**src/rtl/sacs_cfg.svh**
```systemverilog
// Register offsets, field positions, reset values and timing counts of the conversion sequencer.
`ifndef SACS_CFG_SVH
`define SACS_CFG_SVH

`define SACS_OFF_CONTROL_FIRST   8'h00
`define SACS_OFF_CONTROL_SECOND  8'h01
`define SACS_OFF_CONTROL_THIRD   8'h02
`define SACS_OFF_CONTROL_FOURTH  8'h03
`define SACS_OFF_SAMPLE_CONTROL  8'h04
`define SACS_OFF_CHANNEL         8'h05
`define SACS_OFF_COMMAND         8'h06
`define SACS_OFF_EVENT_CONTROL   8'h07
`define SACS_OFF_IRQ_ENABLES     8'h08
`define SACS_OFF_IRQ_FLAGS       8'h09
`define SACS_OFF_RESULT          8'h0a
`define SACS_OFF_ACTIVE_SEL      8'h0b

`define SACS_CF_ENABLE           0
`define SACS_CF_CONTINUOUS       1
`define SACS_CF_RESOLUTION       2
`define SACS_CF_RUN_HALTED       7
`define SACS_CT_DIV_LSB          0
`define SACS_CT_REF_LSB          4
`define SACS_AS_BUSY             8

`define SACS_RST_REG             16'h0000
`define SACS_MAX_ACCUM_SEL       3'h6

`define SACS_CONV_BASE_CYC       7'h0d
`define SACS_SAMP_BASE_CYC       7'h02

`endif

```
**src/rtl/sacs_pkg.sv**
```systemverilog
// Types shared by the conversion sequencer modules.
package sacs_pkg;

   typedef enum logic [1:0]
   {
      SACS_IDLE    = 2'h0,
      SACS_SAMPLE  = 2'h1,
      SACS_CONVERT = 2'h3
   } sacs_state_e;

   typedef logic [6:0] sacs_cyc_t;

endpackage : sacs_pkg

```
**src/rtl/sacs_clock_divide_select_if.sv**
```systemverilog
// Signals between the sequencer and its converter-clock prescaler.
`timescale 1ns/1ps
`default_nettype none

interface sacs_clock_divide_select_if;
   logic       clear;
   logic       freeze;
   logic [2:0] div_sel;
   logic       tick;
   logic       adc_clk;

   modport ctl
   (
      output clear,
      output freeze,
      output div_sel,
      input  tick,
      input  adc_clk
   );

   modport clock_divide_select
   (
      input  clear,
      input  freeze,
      input  div_sel,
      output tick,
      output adc_clk
   );
endinterface : sacs_clock_divide_select_if

`default_nettype wire

```
**src/rtl/sacs_prescaler.sv**
```systemverilog
// Prescaler deriving the converter clock and its rising-edge tick.
`timescale 1ns/1ps
`default_nettype none

module sacs_prescaler
   import sacs_pkg::*;
#(
   parameter int CNT_W = 8
)
(
   input  wire logic   mclk,
   input  wire logic   rst_n,
   sacs_clock_divide_select_if.clock_divide_select pif
);

   logic [CNT_W:0]   factor;
   logic [CNT_W-1:0] full_m1;
   logic [CNT_W-1:0] half_m1;
   logic [CNT_W-1:0] cnt_q;
   logic             tick_q;
   logic             clk_q;

   assign factor  = (CNT_W+1)'(2) << pif.div_sel;
   assign full_m1 = CNT_W'(factor - 1'b1);
   assign half_m1 = CNT_W'((factor >> 1) - 1'b1);

   // Holding the counter at zero while idle gives every trigger the same start delay.
   always_ff @(posedge mclk)
   begin
      if (!rst_n || pif.clear)
         cnt_q <= '0;
      else if (!pif.freeze)
         cnt_q <= (cnt_q == full_m1) ? '0 : cnt_q + 1'b1;
   end

   always_ff @(posedge mclk)
   begin
      if (!rst_n || pif.clear)
         tick_q <= 1'b0;
      else if (!pif.freeze)
         tick_q <= (cnt_q == half_m1);
   end

   always_ff @(posedge mclk)
   begin
      if (!rst_n || pif.clear)
         clk_q <= 1'b0;
      else if (!pif.freeze && cnt_q == half_m1)
         clk_q <= 1'b1;
      else if (!pif.freeze && cnt_q == full_m1)
         clk_q <= 1'b0;
   end

   assign pif.tick    = tick_q;
   assign pif.adc_clk = clk_q;

endmodule : sacs_prescaler

`default_nettype wire

```
**src/rtl/sacs_sequencer.sv**
```systemverilog
// Conversion sequencer: registers, start control, timing, selection locking and result flag.
//
// The address map and the address-and-strobe port were chosen for this implementation.
`timescale 1ns/1ps
`default_nettype none
`include "sacs_cfg.svh"

module sacs_sequencer
   import sacs_pkg::*;
#(
   parameter int ADC_W = 10,
   parameter int ACC_W = 16,
   parameter int CH_W  = 5
)
(
   input  wire logic             mclk,
   input  wire logic             rst_n,
   input  wire logic [7:0]       reg_addr,
   input  wire logic [15:0]      reg_wdata,
   input  wire logic             reg_wr,
   input  wire logic             reg_rd,
   output logic      [15:0]      reg_rdata,
   input  wire logic             event_in,
   input  wire logic             debug_halt,
   input  wire logic             global_irq_en,
   input  wire logic [ADC_W-1:0] conv_data,
   output logic                  irq,
   output logic                  analog_enable,
   output logic                  converter_clk,
   output logic                  sample_hold,
   output logic      [CH_W-1:0]  active_channel,
   output logic      [1:0]       active_reference,
   output logic                  resolution_mode
);

   function automatic logic hit(input logic [7:0] addr, input logic [7:0] off);
      hit = (addr == off);
   endfunction : hit

   sacs_clock_divide_select_if pif ();

   sacs_state_e      state_q;
   sacs_cyc_t        cyc_q;
   sacs_cyc_t        samp_end;
   sacs_cyc_t        conv_end;
   logic [6:0]       samp_cnt_q;
   logic [6:0]       samp_last;
   logic [2:0]       accum_eff;
   logic             enable_q;
   logic             continuous_q;
   logic             resolution_q;
   logic             run_halted_q;
   logic [2:0]       accum_sel_q;
   logic [1:0]       ref_shadow_q;
   logic [2:0]       div_sel_q;
   logic [3:0]       sdly_q;
   logic [4:0]       slen_q;
   logic [CH_W-1:0]  chan_shadow_q;
   logic             cmd_q;
   logic             evse_q;
   logic             ie_q;
   logic             flag_q;
   logic [ACC_W-1:0] result_q;
   logic [ACC_W-1:0] acc_q;
   logic [ACC_W-1:0] sum;
   logic [CH_W-1:0]  act_chan_q;
   logic [1:0]       act_ref_q;
   logic             hold_q;
   logic             irq_q;
   logic             aen_q;
   logic [15:0]      rdata_q;
   logic             ev_s1_q;
   logic             ev_s2_q;
   logic             ev_s3_q;
   logic             dbg_s1_q;
   logic             dbg_s2_q;
   logic             halted;
   logic             ev_rise;
   logic             tick;
   logic             last_cyc;
   logic             done;
   logic             lock;
   logic             wr_cmd;
   logic             rd_result;
   logic             wr_clear;

   assign halted    = dbg_s2_q && !run_halted_q;
   assign ev_rise   = ev_s2_q && !ev_s3_q;
   assign tick      = pif.tick && !halted;
   assign samp_end  = `SACS_SAMP_BASE_CYC + 7'(sdly_q) + 7'(slen_q);
   assign conv_end  = `SACS_CONV_BASE_CYC + 7'(sdly_q) + 7'(slen_q);
   assign accum_eff = (accum_sel_q > `SACS_MAX_ACCUM_SEL) ? `SACS_MAX_ACCUM_SEL : accum_sel_q;
   assign samp_last = (7'h01 << accum_eff) - 7'h01;
   assign last_cyc  = enable_q && tick && state_q == SACS_CONVERT && cyc_q == conv_end - 7'h01;
   assign done      = last_cyc && samp_cnt_q == samp_last;
   // The selection unlocks in the final converter cycle so the next conversion takes it up.
   assign lock      = state_q != SACS_IDLE
                      && !(state_q == SACS_CONVERT && cyc_q == conv_end - 7'h01);
   assign sum       = ((samp_cnt_q == 7'h00) ? '0 : acc_q) + ACC_W'(conv_data);
   assign wr_cmd    = reg_wr && hit(reg_addr, `SACS_OFF_COMMAND) && reg_wdata[0];
   assign rd_result = reg_rd && hit(reg_addr, `SACS_OFF_RESULT);
   assign wr_clear  = reg_wr && hit(reg_addr, `SACS_OFF_IRQ_FLAGS) && reg_wdata[0];

   assign pif.clear   = !enable_q || (!cmd_q && state_q == SACS_IDLE);
   assign pif.freeze  = halted;
   assign pif.div_sel = div_sel_q;

   sacs_prescaler #(
      .CNT_W (8)
   ) u_clock_divide_select (
      .mclk  (mclk),
      .rst_n (rst_n),
      .pif   (pif)
   );

   // Event and debug lines come from other logic; halt uses the second stage, the event edge the second and third.
   always_ff @(posedge mclk)
   begin
      if (!rst_n)
      begin
         ev_s1_q  <= 1'b0;
         ev_s2_q  <= 1'b0;
         ev_s3_q  <= 1'b0;
         dbg_s1_q <= 1'b0;
         dbg_s2_q <= 1'b0;
      end
      else
      begin
         ev_s1_q  <= event_in;
         ev_s2_q  <= ev_s1_q;
         ev_s3_q  <= ev_s2_q;
         dbg_s1_q <= debug_halt;
         dbg_s2_q <= dbg_s1_q;
      end
   end

   always_ff @(posedge mclk)
   begin
      if (!rst_n)
      begin
         enable_q      <= 1'b0;
         continuous_q  <= 1'b0;
         resolution_q  <= 1'b0;
         run_halted_q  <= 1'b0;
         accum_sel_q   <= 3'h0;
         ref_shadow_q  <= 2'h0;
         div_sel_q     <= 3'h0;
         sdly_q        <= 4'h0;
         slen_q        <= 5'h00;
         chan_shadow_q <= '0;
         evse_q        <= 1'b0;
         ie_q          <= 1'b0;
      end
      else if (reg_wr)
      begin
         case (reg_addr)
            `SACS_OFF_CONTROL_FIRST:
            begin
               enable_q     <= reg_wdata[`SACS_CF_ENABLE];
               continuous_q <= reg_wdata[`SACS_CF_CONTINUOUS];
               resolution_q <= reg_wdata[`SACS_CF_RESOLUTION];
               run_halted_q <= reg_wdata[`SACS_CF_RUN_HALTED];
            end
            `SACS_OFF_CONTROL_SECOND: accum_sel_q <= reg_wdata[2:0];
            `SACS_OFF_CONTROL_THIRD:
            begin
               div_sel_q    <= reg_wdata[`SACS_CT_DIV_LSB +: 3];
               ref_shadow_q <= reg_wdata[`SACS_CT_REF_LSB +: 2];
            end
            `SACS_OFF_CONTROL_FOURTH: sdly_q <= reg_wdata[3:0];
            `SACS_OFF_SAMPLE_CONTROL: slen_q <= reg_wdata[4:0];
            `SACS_OFF_CHANNEL:        chan_shadow_q <= reg_wdata[CH_W-1:0];
            `SACS_OFF_EVENT_CONTROL:  evse_q <= reg_wdata[0];
            `SACS_OFF_IRQ_ENABLES:    ie_q <= reg_wdata[0];
            default:                  ie_q <= ie_q;
         endcase
      end
   end

   // Setting by write or event wins over the completion clear of the same cycle.
   always_ff @(posedge mclk)
   begin
      if (!rst_n)
         cmd_q <= 1'b0;
      else if (!enable_q)
         cmd_q <= 1'b0;
      else if (wr_cmd || (evse_q && ev_rise))
         cmd_q <= 1'b1;
      else if (done && !continuous_q)
         cmd_q <= 1'b0;
   end

   always_ff @(posedge mclk)
   begin
      if (!rst_n || !enable_q)
      begin
         state_q    <= SACS_IDLE;
         cyc_q      <= '0;
         samp_cnt_q <= 7'h00;
      end
      else if (tick)
      begin
         case (state_q)
            SACS_IDLE:
            begin
               if (cmd_q)
               begin
                  state_q    <= SACS_SAMPLE;
                  cyc_q      <= '0;
                  samp_cnt_q <= 7'h00;
               end
            end
            SACS_SAMPLE:
            begin
               cyc_q <= cyc_q + 7'h01;
               if (cyc_q == samp_end - 7'h01)
                  state_q <= SACS_CONVERT;
            end
            SACS_CONVERT:
            begin
               if (cyc_q == conv_end - 7'h01)
               begin
                  cyc_q <= '0;
                  if (samp_cnt_q != samp_last)
                  begin
                     samp_cnt_q <= samp_cnt_q + 7'h01;
                     state_q    <= SACS_SAMPLE;
                  end
                  else if (continuous_q && cmd_q)
                  begin
                     samp_cnt_q <= 7'h00;
                     state_q    <= SACS_SAMPLE;
                  end
                  else
                     state_q <= SACS_IDLE;
               end
               else
                  cyc_q <= cyc_q + 7'h01;
            end
            default:
               state_q <= SACS_IDLE;
         endcase
      end
   end

   always_ff @(posedge mclk)
   begin
      if (!rst_n)
      begin
         acc_q    <= '0;
         result_q <= '0;
      end
      else if (last_cyc)
      begin
         acc_q <= sum;
         if (done)
            result_q <= sum;
      end
   end

   // The flag is left alone by a disable, so a finished result survives an abort.
   always_ff @(posedge mclk)
   begin
      if (!rst_n)
         flag_q <= 1'b0;
      else if (done)
         flag_q <= 1'b1;
      else if (rd_result || wr_clear)
         flag_q <= 1'b0;
   end

   always_ff @(posedge mclk)
   begin
      if (!rst_n)
      begin
         act_chan_q <= '0;
         act_ref_q  <= 2'h0;
      end
      else if (enable_q && !lock)
      begin
         act_chan_q <= chan_shadow_q;
         act_ref_q  <= ref_shadow_q;
      end
   end

   always_ff @(posedge mclk)
   begin
      if (!rst_n)
      begin
         hold_q <= 1'b0;
         irq_q  <= 1'b0;
         aen_q  <= 1'b0;
      end
      else
      begin
         hold_q <= enable_q && state_q == SACS_SAMPLE;
         irq_q  <= flag_q && ie_q && global_irq_en;
         aen_q  <= enable_q;
      end
   end

   always_ff @(posedge mclk)
   begin
      if (!rst_n || !reg_rd)
         rdata_q <= `SACS_RST_REG;
      else
      begin
         case (reg_addr)
            `SACS_OFF_CONTROL_FIRST:  rdata_q <= {8'h00, run_halted_q, 4'h0, resolution_q, continuous_q, enable_q};
            `SACS_OFF_CONTROL_SECOND: rdata_q <= {13'h0000, accum_sel_q};
            `SACS_OFF_CONTROL_THIRD:  rdata_q <= {10'h000, ref_shadow_q, 1'b0, div_sel_q};
            `SACS_OFF_CONTROL_FOURTH: rdata_q <= {12'h000, sdly_q};
            `SACS_OFF_SAMPLE_CONTROL: rdata_q <= {11'h000, slen_q};
            `SACS_OFF_CHANNEL:        rdata_q <= 16'(chan_shadow_q);
            `SACS_OFF_COMMAND:        rdata_q <= {15'h0000, cmd_q};
            `SACS_OFF_EVENT_CONTROL:  rdata_q <= {15'h0000, evse_q};
            `SACS_OFF_IRQ_ENABLES:    rdata_q <= {15'h0000, ie_q};
            `SACS_OFF_IRQ_FLAGS:      rdata_q <= {15'h0000, flag_q};
            `SACS_OFF_RESULT:         rdata_q <= 16'(result_q);
            `SACS_OFF_ACTIVE_SEL:     rdata_q <= 16'({lock, 1'b0, act_ref_q, act_chan_q});
            default:                  rdata_q <= `SACS_RST_REG;
         endcase
      end
   end

   assign reg_rdata        = rdata_q;
   assign irq              = irq_q;
   assign analog_enable    = aen_q;
   assign converter_clk    = pif.adc_clk;
   assign sample_hold      = hold_q;
   assign active_channel   = act_chan_q;
   assign active_reference = act_ref_q;
   assign resolution_mode  = resolution_q;
endmodule : sacs_sequencer

`default_nettype wire

```
**config.mk**
```make
export PLATFORM = sky130hd
export DESIGN_NAME = sacs_sequencer
export DESIGN_NICKNAME = d
export VERILOG_FILES = /design/src/rtl/sacs_pkg.sv /design/src/rtl/sacs_clock_divide_select_if.sv /design/src/rtl/sacs_prescaler.sv /design/src/rtl/sacs_sequencer.sv
export VERILOG_INCLUDE_DIRS = /design/src /design/src/rtl
export SDC_FILE = /design/constraint.sdc
export NUM_CORES = 1
export LEC_CHECK = 0
export CORE_UTILIZATION = 30
export DETAILED_ROUTE_END_ITERATION = 10
export DONT_BUFFER_PORTS = 1
export GPL_TIMING_DRIVEN = 0
export SYNTH_ARGS = -nofsm -noshare
export SYNTH_HDL_FRONTEND = slang
export SYNTH_HIERARCHICAL = 1
export SYNTH_SLANG_ARGS = --single-unit
```
**constraint.sdc**
```tcl
create_clock -name mclk -period 5.8 [get_ports mclk]
set_input_delay 1.74 -clock mclk [delete_from_list [all_inputs] [get_ports mclk]]
set_output_delay 1.74 -clock mclk [all_outputs]
set_load 0.05 [all_outputs]
```
==> run summary, run 1 <==
outcome = completed
RR Endpoint = acc_q[12]
CTS tree = built
Worst EP required = 6110 ps
max frequency = 203.6 MHz
RSZ-0062 raised after global routing = false
Die Area = 24580 um^2
top cell type's share of synthesized area = 0.3314
Reg area = 2382 um^2
crit path max fanout = 10
CTS Sinks = 119
routed len/inst = 16.59 um
total core area = 23470 um^2
first-pass GRT wire length = 33360 um
Setup CP Type = flop to flop
Clock Latency Late Sink = 430 ps
final net count = 969
Syn Std Cell Area = 7188 um^2
synthesis-to-layout area growth = 13.23%
Worst-path clk slew = 60 ps
root buffer cell = clkbuf_16
Worst EP arrival = 5220 ps
area leader, netlist = dfxtp_1
Initial DRT Pass Iterations = 5
FF-to-FF path depth = 16
setup clock skew after layout = 8.470 ps
n_diodes = 0
vias in the first global route = 6295
maxcap violations = 0
largest net degree at the start of global routing = 17
Pwr Density = 227.8 nW/um^2
WHS = 434.7 ps
CTS Hold Bufs = 0
layout cell share with drive strength beyond 1 = 0.09041
reg-to-reg startpoint = samp_cnt_q[0]
Final ANT Viol Nets = 0
crit path launch = samp_cnt_q[0]
commonest cells after routing, fill and taps aside = 119 x dfxtp_1, 107 x nand2_1, 71 x a21oi_1
Post-route DRC = 0
input/output buffers = 0
initial DRC count = 445
period utilization = 0.8466
number of flops mapped to enable cells by yosys = 0
total via count in the routed design = 6569
Syn Nets = 950
# rows = 56
largest cells by area after synthesis = dfxtp_1 33%, nand2_1 5.6%, ha_1 5.2%
final global-route overflow total = 0
crit path to = acc_q[12]
mean post-synth cell area = 8.215 um^2
WHS Path Cells = 1
total power = 1.854 mW
H-Tree Depth = 4
number of setup buffers added after CTS = 0
Cell Area, Placed = 7594 um^2
Total GRT Usage = 0.1732
Hold Fails Final Rpt = 0
worst vdd ir = 167.4 uV
Multi-input gate area = 4456 um^2
Total Wirelength = 20340 um
Syn Inst Count = 875
synth unique cells = 87
Startpoint Class = flop
most common cell after layout, fill and taps aside = dfxtp_1
design area = 8139 um^2
post-DP HPWL = 15170 um
initial core utilization = 0.3062
Worst Hold Class = flop to flop
Synth Flop Type = dfxtp_1
RD Place Congestion = 0.8838
fin crit period = 4910 ps
post-synthesis async set-or-reset flop share = 0
worst-margin pin slew = 1031 ps
sequential element share of the synthesized area = 0.3314
Yosys reg bits = 119
initial antenna violation count = 0
Die Height = 156.8 um
setup TNS = 0 ps
vias per cell = 5.358
Ys Warns = 6
PostCTS Resize Cnt = 0
die width = 156.8 um
cell leakage power = 2.847 nW
fill count = 2435
critical path capture point type = flop
Setup Viol. Count Final = 0
Num CTS Buffers = 17
Max clock buf depth = 2
# IOs = 69
r2r setup slk = 890 ps
Slew Viols, Final = 0
Worst slew margin = 0.3097
==> area by class of cell <==
type | count | share of cell area
clock buffers | 17 | 0.05227
clock inverters | 15 | 0.01476
flip-flops and latches | 119 | 0.2927
well taps | 319 | 0.04904
inverters | 31 | 0.01430
multi-input cells | 669 | 0.5474
plain buffers | 56 | 0.02952
==> synth_stat cells, types with 10 or more instances <==
cell      instances
nand3_1          62
clkbuf_1         38
ha_1             30
nor3_1           11
mux2i_1          21
nor2_1           45
and2_1           27
o211ai_1         11
buf_2            12
o21ai_0          18
xnor2_1          19
dfxtp_1         119
xor2_1           23
inv_1            30
a31oi_1          17
nand2_1         107
nand2b_1         11
a21oi_1          71
a21o_1           10
nand4_1          15
==> routing by layer <==
metal,vias to the layer above,global-route usage,part of all wire
met5,-,0,0
met4,0,0.06629,0.022
met3,30,0.03905,0.053
met2,184,0.2747,0.45
met1,3136,0.2269,0.47
li1,3219,-,-
==> power by group <==
group          internal [mW]  switching (mW)  leakage, nW
Combinational         0.0144          0.0402         1.63
Sequential             0.819        0.000802        0.959
Clock                  0.552           0.427        0.261
==> stage by stage <==
step	setup WS [ps]	util	std cells
finish	889.5	0.3467	1226
global route	552.2	0.3467	1226
CTS	937.8	0.3467	1226
detailed placement	988.5	0.3235	1194
global placement	1003	0.3232	1194
floorplan	1717	-	875
==> critical path, stage by stage (launching register included) <==
cell,delay (ps)
dfxtp_1,370
inv_1,160
ha_1,160
or4b_4,490
or2_1,240
buf_6,140
clkbuf_1,250
clkbuf_1,280
and2_1,220
ha_1,200
fa_1,410
a21o_1,200
a31oi_1,270
o21ai_1,160
a31oi_1,800
nor4_1,120
a311o_1,310
==> how the worst min path moves through the flow <==
stage | from | endpoint | slack [ps]
2_1_floorplan | dbg_s1_q | dbg_s2_q | 410
3_3_place_gp | dbg_s1_q | dbg_s2_q | 420
3_5_place_dp | dbg_s1_q | dbg_s2_q | 420
4_1_cts | dbg_s1_q | dbg_s2_q | 440
5_1_grt | dbg_s1_q | dbg_s2_q | 460
6_report | dbg_s1_q | dbg_s2_q | 430
==> flip-flops by register name, summed over array words and instances, names as in the netlist, 2 cells and up <==
register / cells
reg_rdata: 16
ref_shadow_q: 2
cyc_q: 7
active_channel: 5
u_clock_divide_select/cnt_q: 8
acc_q: 16
slen_q: 5
sdly_q: 4
accum_sel_q: 3
chan_shadow_q: 5
state_q: 2
result_q: 16
active_reference: 2
samp_cnt_q: 7
div_sel_q: 3
==> cells by family (layout without fill, tap and decap cells) <==
kind of cell	after synthesis	in the layout	share of synthesized area
flip-flops	119	119	0.3314
adder cells (fa/ha/maj)	34	34	0.06336
AND/OR/NAND/NOR	351	351	0.2578
AO/OA/AOI/OAI	219	219	0.2143
buffers and inverters	87	119	0.04961
XOR/XNOR	42	42	0.05117
multiplexers	23	23	0.03238
(Power assumes the default switching activity.)
==> run 2: changes to the inputs <==
Clock period 5.8 ns to 4.6 ns, I/O delays scaled along.
==> run 2 against run 1 <==
Compared with the run above: clock skew grew 0.74 ps; global-route usage is the same; worst setup slack worse by 450 ps; worst hold slack barely moved; clock power is 26% higher; cell count hardly changed; register-to-register slack got worse by 450 ps; combinational power up 27%; fmax up 18%; die area stayed put; via count is 0.18% lower; highest routed layer unchanged.
==> run summary, run 2 (synthesized netlist as in run 1, its figures left out) <==
outcome = completed (unchanged)
switching share of power = 0.2525 (was 0.2526)
internal cell power = 1.747 mW (was 1.386 mW)
RD Place Congestion = 0.8838 (unchanged)
Layout Cells excl Fill = 1225 (was 1226)
clock network power share = 0.528 (about the same)
initial antenna violation count = 0 (unchanged)
Final WS setup = 443.5 ps (was 889.5 ps)
Reg power frac = 0.442 (about the same)
post-DP HPWL = 15170 um (unchanged)
Worst EP required = 4950 ps (was 6110 ps)
routed len/inst = 16.63 um (was 16.59 um)
setup clock skew after layout = 9.209 ps (was 8.470 ps)
vias per cell = 5.353 (was 5.358)
final global-route overflow total = 0 (unchanged)
Worst-path clk slew = 60 ps (about the same)
Hold Fails Final Rpt = 0 (unchanged)
root buffer cell = clkbuf_16 (unchanged)
total core area = 23470 um^2 (unchanged)
Inst Count DP = 1194 (unchanged)
P_sw = 0.5903 mW (was 0.4684 mW)
Initial DRT Pass Iterations = 5 (unchanged)
die width = 156.8 um (unchanged)
combinational power share = 0.030 (was 0.029)
initial DRC count = 452 (was 445)
CTS Sinks = 119 (unchanged)
Clock Latency Late Sink = 430 ps (about the same)
fill count = 2432 (was 2435)
Final ANT Viol Nets = 0 (unchanged)
worst-margin pin slew = 892.9 ps (was 1031 ps)
input/output buffers = 0 (unchanged)
Worst EP arrival = 4510 ps (was 5220 ps)
Place WS = -211.5 ps (was 988.5 ps)
# rows = 56 (unchanged)
Num CTS Buffers = 17 (unchanged)
total via count in the routed design = 6557 (was 6569)
crit path max fanout = 18 (was 10)
Total GRT Usage = 0.1732 (unchanged)
total power = 2.338 mW (was 1.854 mW)
initial core utilization = 0.3062 (unchanged)
max frequency = 240.6 MHz (was 203.6 MHz)
commonest cells after routing, fill and taps aside = 119 x dfxtp_1, 107 x nand2_1, 71 x a21oi_1 (unchanged)
final net count = 968 (was 969)
worst vdd ir = 210.4 uV (was 167.4 uV)
Max clock buf depth = 2 (unchanged)
first-pass GRT wire length = 33360 um (unchanged)
Setup Viol. Count Final = 0 (unchanged)
most common cell after layout, fill and taps aside = dfxtp_1 (unchanged)
Startpoint Class = flop (unchanged)
Die Height = 156.8 um (unchanged)
final core utilization = 0.3473 (was 0.3467)
fin crit period = 4156 ps (was 4910 ps)
WHS = 435.0 ps (was 434.7 ps)
Total Wirelength = 20380 um (was 20340 um)
H-Tree Depth = 4 (unchanged)
number of setup buffers added after CTS = 0 (unchanged)
maxcap violations = 0 (unchanged)
# IOs = 69 (unchanged)
Worst slew margin = 0.4002 (was 0.3097)
Setup CP Type = flop to flop (unchanged)
period utilization = 0.9036 (was 0.8466)
CTS Hold Bufs = 0 (unchanged)
Pwr Density = 286.8 nW/um^2 (was 227.8 nW/um^2)
cell leakage power = 2.852 nW (was 2.847 nW)
CTS tree = built (unchanged)
layout cell share with drive strength beyond 1 = 0.09272 (was 0.09041)
Die Area = 24580 um^2 (unchanged)
n_diodes = 0 (unchanged)
Post-route DRC = 0 (unchanged)
RSZ-0062 raised after global routing = false (unchanged)
Slew Viols, Final = 0 (unchanged)
critical path capture point type = flop (unchanged)
synthesis-to-layout area growth = 13.40% (was 13.23%)
Worst Hold Class = flop to flop (unchanged)
largest net degree at the start of global routing = 17 (unchanged)
vias in the first global route = 6297 (was 6295)
-- run 2: path summary, 6_finish.rpt --
check,cells past startpoint,slack [ps],startpoint,endpoint
max,15,440,samp_cnt_q[0],result_q[10]
min,1,430,dbg_s1_q,dbg_s2_q
max reg2reg,15,440,samp_cnt_q[0],result_q[10]
min reg2reg,1,430,dbg_s1_q,dbg_s2_q
-- run 2: power by group through the flow --
stage	Sequential [mW]	Combinational [mW]	Clock, mW
global route	1.03	0.0765	1.30
finish	1.03	0.0694	1.23
CTS	1.03	0.0689	1.26
floorplan	1.06	0.0484	0
global placement	1.06	0.0679	0
detailed placement	1.06	0.0679	0
-- run 2: layout make-up --
| type | instances | area [um^2] | area share |
|---|---|---|---|
| Multi-Input combinational cell | 669 | 4471 | 0.5484 |
| Sequential cell | 119 | 2382 | 0.2922 |
| Clock buffer | 17 | 425.4 | 0.05219 |
| Tap cell | 319 | 399.1 | 0.04896 |
| Buffer | 55 | 237.7 | 0.02916 |
| Clock inverter | 15 | 120.1 | 0.01474 |
| Inverter | 31 | 116.4 | 0.01427 |
-- run 2: metrics by stage --
| step | setup TNS (ps) | cell area (um^2) |
|---|---|---|
| after floorplan | 0 | 7188 |
| after global placement | -643.0 | 7587 |
| after detailed placement | -708.7 | 7594 |
| after CTS | 0 | 8154 |
| after global routing | 0 | 8152 |
| final | 0 | 8152 |
-- run 2: per-layer routing --
layer | track usage | wire [um] | up-vias | share of wire
met1 | 0.2269 | 9642 | 3129 | 0.47
met2 | 0.2747 | 9284 | 190 | 0.46
met3 | 0.03905 | 1052 | 26 | 0.052
met5 | 0 | 0 | - | 0
met4 | 0.06629 | 398 | 0 | 0.020
li1 | - | - | 3212 | -
-- run 2: repair_timing --
item	in CTS	in global routing
gates resized for setup	2	3
pin swaps	0	1
cloned	0	0
endpoints found under the setup margin	5	9
-- run 2: critical path, cell delays in order, from the launching register on --
cell	delay, ps
dfxtp_1	370
inv_1	160
ha_1	160
or4b_4	490
or2_1	240
buf_6	160
buf_2	180
and2_1	170
ha_1	200
fa_1	410
a21o_1	200
a31oi_1	270
o21ai_1	210
mux2i_1	180
or4_1	500
a21oi_1	150
==> run 3: changes to the inputs <==
Settings changed: BUFFER_PORTS_ARGS set to -buffer_cell sky130_fd_sc_hd__buf_2, CORE_MARGIN set to 10, DONT_BUFFER_PORTS 1 to unset.
==> run 3 against run 2 <==
Compared with the run above: worst hold slack worse by 4.7 ps; non-clock buffer count is 59 higher; clock skew is 1.2 ps lower; register-to-register slack hardly changed; highest routed layer unchanged; critical path depth stayed put; sequential cell count stayed put.
==> run summary, run 3 (synthesized netlist as in run 1, its figures left out) <==
worst vdd ir = 216.1 uV (was 210.4 uV)
Setup Viol. Count Final = 0 (unchanged)
FF-to-FF path depth = 15 (unchanged)
# rows = 56 (unchanged)
most common cell after layout, fill and taps aside = dfxtp_1 (unchanged)
Setup CP Type = flop to flop (unchanged)
H-Tree Depth = 4 (unchanged)
commonest cells after routing, fill and taps aside = 119 x dfxtp_1, 107 x nand2_1, 71 x a21oi_1 (unchanged)
period utilization = 0.9048 (was 0.9036)
outcome = completed (unchanged)
root buffer cell = clkbuf_16 (unchanged)
max frequency = 240.3 MHz (was 240.6 MHz)
Final ANT Viol Nets = 0 (unchanged)
WHS Path Cells = 1 (unchanged)
initial antenna violation count = 0 (unchanged)
Slew Viols, Final = 0 (unchanged)
post-DP HPWL = 15860 um (was 15170 um)
final global-route overflow total = 0 (unchanged)
GR Layer Usage met3 = 0.03233 (was 0.03905)
Layout Cells excl Fill = 1284 (was 1225)
CTS Hold Bufs = 0 (unchanged)
P_sw = 0.5480 mW (was 0.5903 mW)
Hold Path End = dbg_s2_q (unchanged)
first-pass GRT wire length = 34530 um (was 33360 um)
setup clock skew after layout = 8.049 ps (was 9.209 ps)
vias per cell = 5.314 (was 5.353)
grt peak-use layer = met2 (unchanged)
critical path capture point type = flop (unchanged)
Hold Fails Final Rpt = 0 (unchanged)
CTS Sinks = 119 (unchanged)
layout cell share with drive strength beyond 1 = 0.1472 (was 0.09272)
RD Place Congestion = 0.8843 (was 0.8838)
Clock Latency Late Sink = 420 ps (was 430 ps)
# IOs = 69 (unchanged)
input/output buffers = 58 (was 0)
vias in the first global route = 6605 (was 6297)
Total Wirelength = 21280 um (was 20380 um)
Worst EP required = 4950 ps (about the same)
Worst slew margin = 0.3859 (was 0.4002)
r2r setup slk = 440 ps (about the same)
Post-route DRC = 0 (unchanged)
RSZ-0062 raised after global routing = false (unchanged)
internal cell power = 1.970 mW (was 1.747 mW)
Inst Count DP = 1252 (was 1194)
die width = 174.8 um (was 156.8 um)
Final WS setup = 437.9 ps (was 443.5 ps)
total via count in the routed design = 6823 (was 6557)
maxcap violations = 0 (unchanged)
Die Height = 174.8 um (was 156.8 um)
Total GRT Usage = 0.1367 (was 0.1732)
Worst Hold Class = flop to flop (unchanged)
Startpoint Class = flop (unchanged)
combinational power share = 0.037 (was 0.030)
CTS tree = built (unchanged)
Place WS = -316.5 ps (was -211.5 ps)
Pwr Density = 295.5 nW/um^2 (was 286.8 nW/um^2)
final net count = 1028 (was 968)
total core area = 23540 um^2 (was 23470 um^2)
switching share of power = 0.2176 (was 0.2525)
total power = 2.518 mW (was 2.338 mW)
n_diodes = 0 (unchanged)
HP Start = dbg_s1_q (unchanged)
met2 usage = 0.2131 (was 0.2747)
initial DRC count = 600 (was 452)
Initial DRT Pass Iterations = 5 (unchanged)
Die Area = 30550 um^2 (was 24580 um^2)
RR Endpoint = result_q[10] (unchanged)
final core utilization = 0.3620 (was 0.3473)
Max clock buf depth = 2 (unchanged)
Reg power frac = 0.411 (was 0.442)
Worst EP arrival = 4510 ps (about the same)
initial core utilization = 0.3053 (was 0.3062)
reg-to-reg startpoint = samp_cnt_q[0] (unchanged)
crit path max fanout = 18 (unchanged)
fill count = 2516 (was 2432)
grt met1 use = 0.1815 (was 0.2269)
largest net degree at the start of global routing = 17 (unchanged)
clock network power share = 0.552 (was 0.528)
Num CTS Buffers = 17 (unchanged)
worst-margin pin slew = 914.1 ps (was 892.9 ps)
Worst-path clk slew = 60 ps (about the same)
routed len/inst = 16.57 um (was 16.63 um)
cell leakage power = 3.175 nW (was 2.852 nW)
fin crit period = 4162 ps (was 4156 ps)
synthesis-to-layout area growth = 18.56% (was 13.40%)
run 3: cell types whose count changed in the layout (fill, tap and decap cells not counted), moves of 2 or more:
| cell | before | now |
|---|---|---|
| inv_6 | 5 | 0 |
| buf_2 | 13 | 70 |
| clkbuf_1 | 36 | 38 |
| clkinv_4 | 5 | 0 |
| bufinv_16 | 0 | 4 |
| clkinv_2 | 2 | 7 |
| clkinvlp_4 | 3 | 0 |
run 3: per-layer routing:
layer  part of all wire  vias to the layer above
met5                  0                        -
met4              0.015                        0
met2               0.45                      181
li1                   -                     3342
met1               0.49                     3279
met3              0.052                       21
run 3: final cells by class:
class	instances	area [um^2]	area share
clock inverters	11	155.1	0.01821
well taps	319	399.1	0.04684
flip-flops and latches	119	2382	0.2795
repair buffers	59	297.8	0.03494
clock buffers	20	446.7	0.05242
plain buffers	55	237.7	0.02790
multi-input cells	670	4487	0.5265
inverters	31	116.4	0.01365
run 3: timing repair:
item | 4_1_cts | 5_1_grt
cloned | 0 | 1
endpoints found under the setup margin | 5 | 6
pin swaps | 0 | 1
resized for setup | 2 | 3
buffers inserted | 0 | 1
run 3: worst max-delay path by stage:
stage | startpoint | to | slack [ps] | cells after the start
global placement | samp_cnt_q[0] | acc_q[12] | -230 | 16
global route | samp_cnt_q[0] | result_q[10] | 280 | 15
detailed placement | samp_cnt_q[0] | acc_q[12] | -320 | 16
finish | samp_cnt_q[0] | result_q[10] | 440 | 15
CTS | samp_cnt_q[0] | acc_q[12] | 60 | 16
floorplan | samp_cnt_q[0] | acc_q[12] | 520 | 16
run 3: power by group through the flow:
| stage | Sequential (mW) | Clock [mW] | Combinational [mW] |
|---|---|---|---|
| floorplan | 1.06 | 0 | 0.0484 |
| global placement | 1.06 | 0 | 0.0895 |
| detailed placement | 1.06 | 0 | 0.0892 |
| CTS | 1.03 | 1.40 | 0.0905 |
| global route | 1.03 | 1.45 | 0.0999 |
| finish | 1.03 | 1.39 | 0.0928 |
run 3: critical path: stages, from the launching register on:
cell,delay (ps)
dfxtp_1,370
inv_1,170
ha_1,160
or4b_4,500
or2_1,240
buf_6,160
clkbuf_2,190
and2_1,190
ha_1,210
fa_1,410
a21o_1,200
a31oi_1,300
o21ai_2,180
mux2i_1,160
or4_1,480
a21oi_1,150
run 3: metrics by stage:
stage,TNS [ps],hold WS [ps],area [um^2]
floorplan,0,411.9,7188
global placement,-859.6,418.5,7878
detailed placement,-1279,416.9,7884
CTS,0,431.8,8501
global route,0,458.1,8522
finish,0,430.2,8522
